[config.mk]
export PLATFORM = sky130hd
export DESIGN_NAME = crst_seq
export DESIGN_NICKNAME = d
export VERILOG_FILES = /design/src/crst_pkg.sv /design/src/crst_seq.sv /design/src/crst_selftest.sv
export SDC_FILE = /design/constraint.sdc
export NUM_CORES = 1
export LEC_CHECK = 0
export BUFFER_PORTS_ARGS = -buffer_cell sky130_fd_sc_hd__buf_2
export CELL_PAD_IN_SITES_DETAIL_PLACEMENT = 0
export CELL_PAD_IN_SITES_GLOBAL_PLACEMENT = 1
export CORE_ASPECT_RATIO = 0.9
export CORE_MARGIN = 10
export CORE_UTILIZATION = 40
export CTS_BUF_LIST = sky130_fd_sc_hd__clkbuf_16
export CTS_CLUSTER_DIAMETER = 80
export CTS_CLUSTER_SIZE = 14
export DETAILED_ROUTE_END_ITERATION = 10
export PLACE_DENSITY_LB_ADDON = 0.2
export SYNTH_ARGS = -nofsm -noshare
export SYNTH_HDL_FRONTEND = slang
export SYNTH_HIERARCHICAL = 1
export SYNTH_SLANG_ARGS = --single-unit
[constraint.sdc]
create_clock -name clock -period 5.1 [get_ports clock]
set_input_delay 0.765 -clock clock [delete_from_list [all_inputs] [get_ports clock]]
set_output_delay 0.765 -clock clock [all_outputs]
set_load 0.02 [all_outputs]
[src/crst_pkg.sv]
// crst_pkg: shared constants and carrier types for the reset/test sequencer
// assumes: one 125 MHz clock, no software-visible registers
package crst_pkg;

  // start-up timing counts, in processor clocks
  localparam int unsigned SELF_TEST_CYCLES = 1048576;  // about 2**20 clocks of self test
  localparam int unsigned FIRST_CYCLE_DLY  = 217;      // clocks from reset release to first cycle
  localparam int unsigned MIN_BUS_CLOCKS   = 2;        // least clocks per bus cycle

  // self-test result reset value and pass code
  localparam logic [31:0] RESULT_RESET = 32'h0000_0000;
  localparam logic [31:0] RESULT_PASS  = 32'h0000_0000;

  // transfer size codes
  localparam logic [1:0] SIZE_8  = 2'h0;
  localparam logic [1:0] SIZE_16 = 2'h1;
  localparam logic [1:0] SIZE_32 = 2'h2;

  // start-up sequencer states, gray along reset -> test -> wait -> run
  typedef enum logic [2:0] {
    CRST_RESET = 3'h0,
    CRST_TEST  = 3'h1,
    CRST_WAIT  = 3'h3,
    CRST_RUN   = 3'h2,
    CRST_FLOAT = 3'h6
  } crst_state_t;

  // bus cycle request from the core side
  typedef struct packed {
    logic        valid;  // a cycle is wanted
    logic [31:0] addr;   // cycle address
    logic        write;  // write when high
    logic [1:0]  size;   // 8, 16 or 32 bits
    logic        burst;  // burst allowed
    logic        multi;  // part of a multiple-cycle transfer
  } crst_req_t;

  // bus control driven toward the board
  typedef struct packed {
    logic        addr_strobe_n;  // starts a cycle, low for one clock
    logic [31:0] addr;           // held through the cycle
    logic        write;          // direction
    logic [1:0]  size;           // transfer size
    logic        burst_last_n;   // low for a burst cycle that is part of a multiple-cycle transfer
  } crst_bus_t;

  // outputs that may be floated in test mode
  typedef struct packed {
    logic hold_ack;
    logic bus_request;
    logic fp_error_n;
    logic parity_check_n;
  } crst_misc_t;

endpackage : crst_pkg

[src/crst_seq.sv]
// crst_seq: processor reset sequencer, start-up path select and bus cycle framing
// assumes: reset_in is the board reset (high active level, asynchronous),
// hold/flush/test-select and ready inputs are synchronous to clock
//
// Behaviour
// - address-hold high before reset falls selects self test
// - self test about 2**20 clocks, no cycles
// - test control, microcode, tlb and cache
// - result in accumulator, zero means pass
// - normal start: first cycle 217 clocks later
// - flush low before reset falls enters float test
// - float bus outputs and four status outputs
// - stay floated until reset rises again
// - reset taken asynchronously
// - hold still answered while in reset
// - strobe starts cycle, either ready ends it
// - every bus cycle lasts at least two clocks
// - 8, 16 or 32 bit, single or multiple, burst
`timescale 1ns/1ns
module crst_seq #(
  parameter int unsigned TEST_CYCLES = crst_pkg::SELF_TEST_CYCLES,  // self-test length
  parameter int unsigned START_DLY   = crst_pkg::FIRST_CYCLE_DLY    // normal start delay
) (
  // clock and reset
  input  wire logic                  clock,
  input  wire logic                  nrst,
  // board reset and start-up selects
  input  wire logic                  reset_in,
  input  wire logic                  addr_hold_req,
  input  wire logic                  flush_n,
  // bus hold handshake
  input  wire logic                  hold_req,
  // cycle end from the board
  input  wire logic                  ready_n,
  input  wire logic                  burst_ready_n,
  // core request and status
  input  wire crst_pkg::crst_req_t   req,
  input  wire logic                  fp_fault,
  input  wire logic                  parity_fault,
  input  wire logic [3:0]            unit_fault,
  // bus outputs with enables
  output crst_pkg::crst_bus_t        bus_out,
  output logic                       bus_oe,
  output crst_pkg::crst_misc_t       misc_out,
  output logic                       misc_oe,
  // core status
  output logic                       req_done,
  output logic [31:0]                accumulator,
  output logic                       running
);

  logic              rst_s1_q;   // reset release synchroniser, first stage
  logic              rst_n_q;    // synchronised reset for the rest of the design
  logic              brd_s1_q;   // board reset sync, first stage
  logic              brd_q;      // board reset, synchronised
  logic [1:0]        sel_d1_q;   // select pins, first delay stage {hold, flush}
  logic [1:0]        sel_d2_q;   // select pins, lined up with brd_q
  logic              hold_sel_q; // address-hold seen at last reset-high edge
  logic              flush_sel_q;// flush seen low at last reset-high edge
  crst_pkg::crst_state_t state_q;
  logic [31:0]       wait_q;     // start-up delay count
  logic              in_cyc_q;   // a bus cycle is open
  logic              first_q;    // first clock of the open cycle
  logic              st_start_q; // self-test kick
  logic              st_done;
  logic [31:0]       st_result;
  logic              cyc_end;

  // reset release through two flops; assertion is immediate
  always_ff @(posedge clock or negedge nrst)
  begin
    if (!nrst)
    begin
      rst_s1_q <= 1'b0;
      rst_n_q  <= 1'b0;
    end
    else
    begin
      rst_s1_q <= 1'b1;
      rst_n_q  <= rst_s1_q;
    end
  end

  // board reset synchroniser; second stage is the only reader of the first
  always_ff @(posedge clock or negedge rst_n_q)
  begin
    if (!rst_n_q)
    begin
      brd_s1_q <= 1'b1;
      brd_q    <= 1'b1;
      sel_d1_q <= 2'h0;
      sel_d2_q <= 2'h0;
    end
    else
    begin
      brd_s1_q <= reset_in;
      brd_q    <= brd_s1_q;
      // pins ride the same two stages, else a late select would still count
      sel_d1_q <= {addr_hold_req, ~flush_n};
      sel_d2_q <= sel_d1_q;
    end
  end

  // selects track the pins while reset is high, so the last high edge wins
  always_ff @(posedge clock or negedge rst_n_q)
  begin
    if (!rst_n_q)
    begin
      hold_sel_q  <= 1'b0;
      flush_sel_q <= 1'b0;
    end
    else if (brd_q)
    begin
      hold_sel_q  <= sel_d2_q[1];  // pin value at the last edge with reset high
      flush_sel_q <= sel_d2_q[0];
    end
  end

  // start-up state machine
  always_ff @(posedge clock or negedge rst_n_q)
  begin
    if (!rst_n_q)
    begin
      state_q    <= crst_pkg::CRST_RESET;
      wait_q     <= 32'h0000_0000;
      st_start_q <= 1'b0;
    end
    else
    begin
      st_start_q <= 1'b0;
      if (brd_q)
        state_q <= crst_pkg::CRST_RESET;  // reset overrides every state
      else
        unique case (state_q)
          crst_pkg::CRST_RESET:
          begin
            if (flush_sel_q)
              state_q <= crst_pkg::CRST_FLOAT;
            else if (hold_sel_q)
            begin
              state_q    <= crst_pkg::CRST_TEST;
              st_start_q <= 1'b1;
            end
            else
            begin
              state_q <= crst_pkg::CRST_WAIT;
              wait_q  <= 32'(START_DLY - 1);
            end
          end
          crst_pkg::CRST_TEST:
            if (st_done)
            begin
              state_q <= crst_pkg::CRST_WAIT;  // no cycles until done
              wait_q  <= 32'(START_DLY - 1);
            end
          crst_pkg::CRST_WAIT:
            if (wait_q == 32'h0000_0000)
              state_q <= crst_pkg::CRST_RUN;
            else
              wait_q <= wait_q - 32'h0000_0001;
          crst_pkg::CRST_RUN:   state_q <= crst_pkg::CRST_RUN;
          crst_pkg::CRST_FLOAT: state_q <= crst_pkg::CRST_FLOAT;  // held until reset
          default:              state_q <= crst_pkg::CRST_RESET;
        endcase
    end
  end

  // self-test engine
  crst_selftest #(
    .CYCLES     (TEST_CYCLES)
  ) u_selftest (
    .clock      (clock),
    .rst_n      (rst_n_q),
    .start      (st_start_q),
    .unit_fault (unit_fault),
    .done       (st_done),
    .result     (st_result)
  );

  // result lands in the accumulator
  always_ff @(posedge clock or negedge rst_n_q)
  begin
    if (!rst_n_q)
      accumulator <= crst_pkg::RESULT_RESET;
    else if (st_done && state_q == crst_pkg::CRST_TEST)
      accumulator <= st_result;
  end

  // either ready closes the cycle, never on its first clock
  assign cyc_end = in_cyc_q && !first_q && (!ready_n || !burst_ready_n);

  // bus cycle framing; only in run state and without hold
  always_ff @(posedge clock or negedge rst_n_q)
  begin
    if (!rst_n_q)
    begin
      in_cyc_q <= 1'b0;
      first_q  <= 1'b0;
      req_done <= 1'b0;
      bus_out  <= '{addr_strobe_n: 1'b1, addr: 32'h0000_0000, write: 1'b0,
                    size: crst_pkg::SIZE_32, burst_last_n: 1'b1};
    end
    else
    begin
      req_done              <= cyc_end;
      first_q               <= 1'b0;
      bus_out.addr_strobe_n <= 1'b1;
      if (brd_q)
        in_cyc_q <= 1'b0;  // reset abandons any open cycle
      else if (cyc_end)
        in_cyc_q <= 1'b0;  // held open until a ready
      else if (!in_cyc_q && req.valid && state_q == crst_pkg::CRST_RUN && !hold_req)
      begin
        in_cyc_q                 <= 1'b1;
        first_q                  <= 1'b1;  // first clock cannot end the cycle
        bus_out.addr_strobe_n    <= 1'b0;
        bus_out.addr             <= req.addr;
        bus_out.write            <= req.write;
        bus_out.size             <= req.size;  // 8/16/32
        bus_out.burst_last_n     <= ~(req.burst & req.multi);
      end
    end
  end

  // hold answered in every state, reset included
  always_ff @(posedge clock or negedge rst_n_q)
  begin
    if (!rst_n_q)
    begin
      misc_out <= '{hold_ack: 1'b0, bus_request: 1'b0, fp_error_n: 1'b1, parity_check_n: 1'b1};
    end
    else
    begin
      misc_out.hold_ack       <= hold_req && !in_cyc_q;
      misc_out.bus_request    <= req.valid && !in_cyc_q;
      misc_out.fp_error_n     <= ~fp_fault;
      misc_out.parity_check_n <= ~parity_fault;
    end
  end

  // output enables: float-test drops all, hold drops the bus group
  always_ff @(posedge clock or negedge rst_n_q)
  begin
    if (!rst_n_q)
    begin
      bus_oe  <= 1'b1;
      misc_oe <= 1'b1;
      running <= 1'b0;
    end
    else
    begin
      bus_oe  <= state_q != crst_pkg::CRST_FLOAT && !(hold_req && !in_cyc_q);
      misc_oe <= state_q != crst_pkg::CRST_FLOAT;
      running <= state_q == crst_pkg::CRST_RUN;
    end
  end

endmodule : crst_seq

[src/crst_selftest.sv]
// crst_selftest: self-test engine, walks four internal units in turn
// assumes: started by a one-cycle pulse, unit fault flags are synchronous levels
`timescale 1ns/1ns
module crst_selftest #(
  parameter int unsigned CYCLES = crst_pkg::SELF_TEST_CYCLES  // total test length
) (
  // clock and reset
  input  wire logic        clock,
  input  wire logic        rst_n,
  // control
  input  wire logic        start,
  // unit fault flags: control logic, microcode rom, tlb, cache array
  input  wire logic [3:0]  unit_fault,
  // result
  output logic             done,
  output logic [31:0]      result
);

  localparam int unsigned QUARTER = CYCLES / 4;  // clocks spent on each unit

  logic        busy_q;      // test running
  logic [31:0] count_q;     // clocks left in the current unit
  logic [1:0]  unit_q;      // unit under test
  logic [3:0]  fail_q;      // failures seen so far

  // sequence the four units, each for a quarter of the run
  always_ff @(posedge clock or negedge rst_n)
  begin
    if (!rst_n)
    begin
      busy_q  <= 1'b0;
      count_q <= 32'h0000_0000;
      unit_q  <= 2'h0;
      done    <= 1'b0;
    end
    else if (start)
    begin
      busy_q  <= 1'b1;
      count_q <= 32'(QUARTER - 1);
      unit_q  <= 2'h0;
      done    <= 1'b0;
    end
    else if (busy_q)
    begin
      if (count_q != 32'h0000_0000)
        count_q <= count_q - 32'h0000_0001;
      else if (unit_q == 2'h3)
      begin
        busy_q <= 1'b0;  // last unit finished
        done   <= 1'b1;
      end
      else
      begin
        unit_q  <= unit_q + 2'h1;  // next unit
        count_q <= 32'(QUARTER - 1);
      end
    end
    else
      done <= 1'b0;  // one-clock finish pulse, so a later run never sees a stale one
  end

  // collect failures of the unit under test
  always_ff @(posedge clock or negedge rst_n)
  begin
    if (!rst_n)
      fail_q <= 4'h0;
    else if (start)
      fail_q <= 4'h0;
    else if (busy_q)
      fail_q[unit_q] <= fail_q[unit_q] | unit_fault[unit_q];
  end

  // result word: zero on pass, fault bits otherwise
  always_ff @(posedge clock or negedge rst_n)
  begin
    if (!rst_n)
      result <= crst_pkg::RESULT_RESET;
    else if (busy_q && count_q == 32'h0000_0000 && unit_q == 2'h3)
      result <= (fail_q == 4'h0) ? crst_pkg::RESULT_PASS : {28'h0000000, fail_q};
  end

endmodule : crst_selftest

# Word level (Yosys, flattened, before mapping)
# Index checks and enable logic that the tools add are counted.
# W data, S select, Z words.
# totals
register_bits,197
inputBits,52
output_inout_bits,77
wordCells,145
# op_classes
addsub,3
n_lt_le_gt_ge,2
eq_ne,17
mux,50
bitwise,8
reduce_logical,32
# ops
operator,count
$mux W32,8
$mux W37,3
$pmux W32 S3,1
$logic_not A32 Y1,2
$sub A32 B1 Y32 const B,2
$reduce_bool A32 Y1,1
$mux W1,21
$pmux W3 S5,1
$mux W3,4
$mux W4,3
$ne A3 B3 Y1 const B,4
$logic_and A1 B1 Y1,11
$mux W2,5
$ne A2 B2 Y1 const B,5
$eq A3 B2 Y1 const B,2
$logic_not A1 Y1,6
$ne A3 B2 Y1 const B,2
$not A1 Y1,6
$reduce_and A2 Y1,3
$reduce_and A3 Y1,2
$reduce_and A6 Y1,1
$reduce_bool A3 Y1,2
$bmux W1 S2,2
$bwmux W4,1
14 further kinds,14

# Depth between registers and ports, before layout
# depth
word_depth,7
depth_mapped,10
ltp_nobuf,7

# Hierarchy
# Netlist, hierarchy kept.
# by_module_without_submodules
mod,instances,cells_per_inst,area_each_um2,seq_area_each_um2
crst_seq,1,487,5258.8,3139.3
crst_selftest,1,295,2752.6,1101.1

# Worst setup path before layout
# Ideal clock, no wire load.
# synth_timing
kind,register -> register
startpoint,register u_selftest.count_q[0]
endpoint,register u_selftest.count_q[21]
arrival_time_ns,2.535
required_time_ns,4.966
slack_ns,2.431
path_stages_with_launch,11
path_buffers,3
period_less_slack_ns,2.669
cell_sequence,dfrtp_1 > inv_1 > ha_1 > or3b_2 > or3_1 > clkbuf_1 > or4_1 > buf_2 > o21ai_1 > buf_4 > a21oi_1
# synth_via
elab_chain_cells,4
word_cells_on_any_way,7
# synth_rtl
element,line_no,text
start: declaration,crst_selftest.sv:22,logic [31:0] count_q;
start signal: assignment,crst_selftest.sv:39,count_q <= 32'(QUARTER - 1);
start signal: assignment,crst_selftest.sv:46,count_q <= count_q - 32'h0000_0001;
start signal: assignment,crst_selftest.sv:55,count_q <= 32'(QUARTER - 1);
$sub A32 B1 Y32 or $reduce_bool A32 Y1 (tied branches),"crst_selftest.sv:46, crst_selftest.sv:45",
$mux W32,crst_selftest.sv:45,if (count_q != 32'h0000_0000)
$mux W32,crst_selftest.sv:43,else if (busy_q)
$mux W32,crst_selftest.sv:36,else if (start)
# Parallel ways exist; a longest one is shown, timed or not. The select of a mux whose other input is x is not followed.
# A chain may end at the register's enable or synchronous reset.

# Worst setup path in the final report
# layout_timing
startpoint,register u_selftest.count_q[0]
endpoint,register u_selftest.count_q[22]
# The elaborated chain is that of the path after synthesis.

==> impl_metrics.tcl <==
set metrics [dict create \
    fmax_mhz 280.8 \
    setup.worst_path.class "reg2reg" \
    share_comb_of_total_power_pct 21.0 \
    switching_share_pct 32.76 \
    synth_seq_area_share_pct 52.93 \
    layout_common_cells "dfrtp_1 (159), nand2_1 (131), buf_2 (128)" \
    grt_overflow 0 \
    grt_max_degree 101 \
    relSlewSlack_pct 16.58 \
    rrSetupSlack_ns 1.54 \
    fp.dieW_um 169.2 \
    grt_pass1_wl_mm 31.91 \
    clk_pin_slew_ns 0.07 \
    cts_buffer_depth 2 \
    drc 0 \
    slowest_delay_ns 0.75 \
    cts_hold_buffers 0 \
    die-area_um2 26100 \
    synth_mux_area_share_pct 5.966 \
    min_period_ns 3.562 \
    endpoint_kind "flip-flop" \
    arrival_ns 3.83 \
    die_y_um 154.3 \
    power_density_nw_per_um2 413.2 \
    vias 6207 \
    postSynth.asyncResetShare_pct 100.0 \
    skew_ns 0.01580 \
    cp-start-kind "flip-flop" \
    htree_levels 4 \
    synth_top_family_by_area "simple AND/OR/NAND/NOR gates" \
    finalHoldViolations 0 \
    cts_buffers 17 \
    ant_nets 0 \
    portBuffers 128 \
    synth-compound-area-share_pct 10.60 \
    routed_wl_mm 19.01 \
    globalplace.congestion 0.7673 \
    rr_worst_depth 7 \
    num-nets-final 950 \
    intPower_w 0.002601 \
    drive_gt1_share_pct 27.07 \
    synth_top_flop_cell "dfrtp_1" \
    synth_cells 782 \
    synthSimpleGateAreaFrac_pct 23.86 \
    rsz0062_at_grt "false" \
    crit_path_cell_trace "inv_1 -> ha_1 -> or3b_2 -> or3_1 -> or4_1 -> o21ai_1 -> a21oi_1" \
    synth-seq-cells 169 \
    grt_pass1_vias 6208 \
    drv_slew 0 \
    area_delta_synth_final_pct 16.84 \
    cts_sinks 169 \
    synth_cell_types 60 \
    fin_crit_sh_pct 69.84 \
    grt_usage_pct 14.66 \
    status "finished clean" \
    cts_tree "built" \
    synth_xor_area_share_pct 0 \
    netlist_area_um2 8011 \
    synth-adder-area-share_pct 0.9371 \
    finalSetupViolCount 0 \
    tightest_slew_ns 1.242 \
    initial_core_util_pct 40.33 \
    avgSynthCellArea_um2 10.24 \
    dp_hpwl_mm 13.10 \
    worstPathMaxFanout 16 \
    firstDrtPassIters 5 \
    drt_iter0_drc 366 \
    synth_edf_count 0 \
    r2r_end "u_selftest/count_q[22]" \
    num_rows 49 \
    viasPerCell 5.351 \
    p_seq_share_pct 45.4 \
    required_ns 5.37 \
    critPathSlowestCell "o21ai_1" \
    clkLatencyLatePin_ns 0.44 \
    wire_per_inst_um 16.39 \
    fp.coreArea_um2 19860 \
    hold_class "in2async" \
    cts_root_buf "clkbuf_16" \
    boundaryPins 129 \
    tns_ns 0 \
    post_cts_resized 0 \
    max-vdd-ir-drop_mv 0.2380 \
    postCtsSetupRepairBufs 0 \
    drv_cap 0 \
    leakagePower_nw 4.410 \
    r2r-start "u_selftest/count_q[0]" \
    yosys_warnings 6 \
    final_util_pct 47.12 \
    p_clk_share_pct 33.7 \
    final_common_cell "dfrtp_1" \
    p_switching_w 0.001267 \
    antenna_cells 0 \
    antenna_found_initial 1 \
]
[cells in the mapped netlist, drive strengths merged, types with 3 or more instances]
cell / number / area (µm²)
a211oi: 5 / 37.54
a21oi: 38 / 193.9
a31oi: 13 / 81.33
a32o: 4 / 40.04
buf: 43 / 294.0
clkbuf: 28 / 106.4
dfrtp: 160 / 4004
dfstp: 9 / 236.5
ha: 6 / 75.07
inv: 12 / 45.04
mux2: 38 / 427.9
mux2i: 5 / 50.05
nand2: 131 / 491.7
nand2b: 10 / 62.56
nand3: 20 / 100.1
nand3b: 5 / 37.54
nand4b: 3 / 26.28
nor2: 22 / 82.58
nor2b: 8 / 50.05
nor3: 23 / 115.1
nor4: 17 / 133.9
o211ai: 5 / 37.54
o21a: 3 / 22.52
o21ai: 23 / 115.1
o31ai: 23 / 172.7
o41ai: 7 / 61.31
or2: 7 / 43.79
or3: 38 / 251.5
or3b: 5 / 43.79
or4: 43 / 342.8
or4b: 3 / 30.03
[area by class of cell]
| cell class | instances | area, µm² |
|---|---|---|
| Clock buffer | 17 | 425.4 |
| Clock inverter | 15 | 167.7 |
| Fill cell | 1859 | 10500 |
| Inverter | 13 | 48.80 |
| Multi-Input combinational cell | 556 | 3450 |
| Sequential cell | 169 | 4244 |
| Tap cell | 255 | 319.1 |
| Timing Repair Buffer | 135 | 705.7 |
[state kept, by name, summed over array words and instances, names as in the netlist, 2 cells and up]
signal and count:
bus_out 37, accumulator 32, u_selftest/count_q 32, wait_q 32, misc_out 4, u_selftest/fail_q 4
u_selftest/result 4, state_q 3, sel_d1_q 2, sel_d2_q 2, u_selftest/unit_q 2
[power groups by stage]
stage / registers (W) / logic (W) / clock network, W
floorplan: 0.00190 / 0.000418 / 0
global placement: 0.00177 / 0.000802 / 0
detailed placement: 0.00177 / 0.000823 / 0
CTS: 0.00176 / 0.000823 / 0.00134
global route: 0.00179 / 0.000909 / 0.00139
finish: 0.00175 / 0.000812 / 0.00130
[stage by stage]
step / power [W] / cells / worst slack (ns) / area, µm² / hold slack, ns
floorplan: 0.002318 / 809 / 0.05799 / 8113 / 0.3312
global placement: 0.002568 / 1128 / 1.691 / 8767 / 0.3374
detailed placement: 0.002596 / 1128 / 1.581 / 8767 / 0.3404
CTS: 0.003918 / 1160 / 1.547 / 9360 / 0.09317
global route: 0.004096 / 1160 / 1.267 / 9360 / 0.09446
finish: 0.003868 / 1160 / 1.538 / 9360 / 0.1126
[per-layer routing]
metal | wire [µm] | GRT usage (%) | vias up
met5 | 11 | 0 | -
met1 | 8873 | 19.19 | 3064
met4 | 197 | 4.353 | 2
li1 | - | - | 3006
met2 | 8774 | 22.57 | 118
met3 | 1155 | 4.864 | 17
[critical path, delay by kind of cell (launching register included)]
family          cells  cell delay [ns]
flops               1             0.40
simple gates        3             1.83
buf+inv             1             0.10
fa+ha+maj           1             0.20
compound gates      2             0.85
[worst max-delay path by stage]
stage                          start                     end  slack (ns)  depth (start not counted)
4_1_cts        u_selftest/count_q[0]  u_selftest/count_q[22]        1.55                          7
6_report       u_selftest/count_q[0]  u_selftest/count_q[22]        1.54                          7
5_1_grt        u_selftest/count_q[0]  u_selftest/count_q[18]        1.27                          7
3_5_place_dp   u_selftest/count_q[0]  u_selftest/count_q[22]        1.58                          7
2_1_floorplan                rst_n_q          accumulator[0]        0.06                          0
3_3_place_gp   u_selftest/count_q[0]  u_selftest/count_q[18]        1.69                          7
[logic make-up after synthesis]
group           after synthesis
compound gates              131
buf+inv                      84
flops                       169
mux                          43
other cells                   2
simple gates                347
fa+ha+maj                     6
No activity file was read; power rests on OpenSTA's default activity.
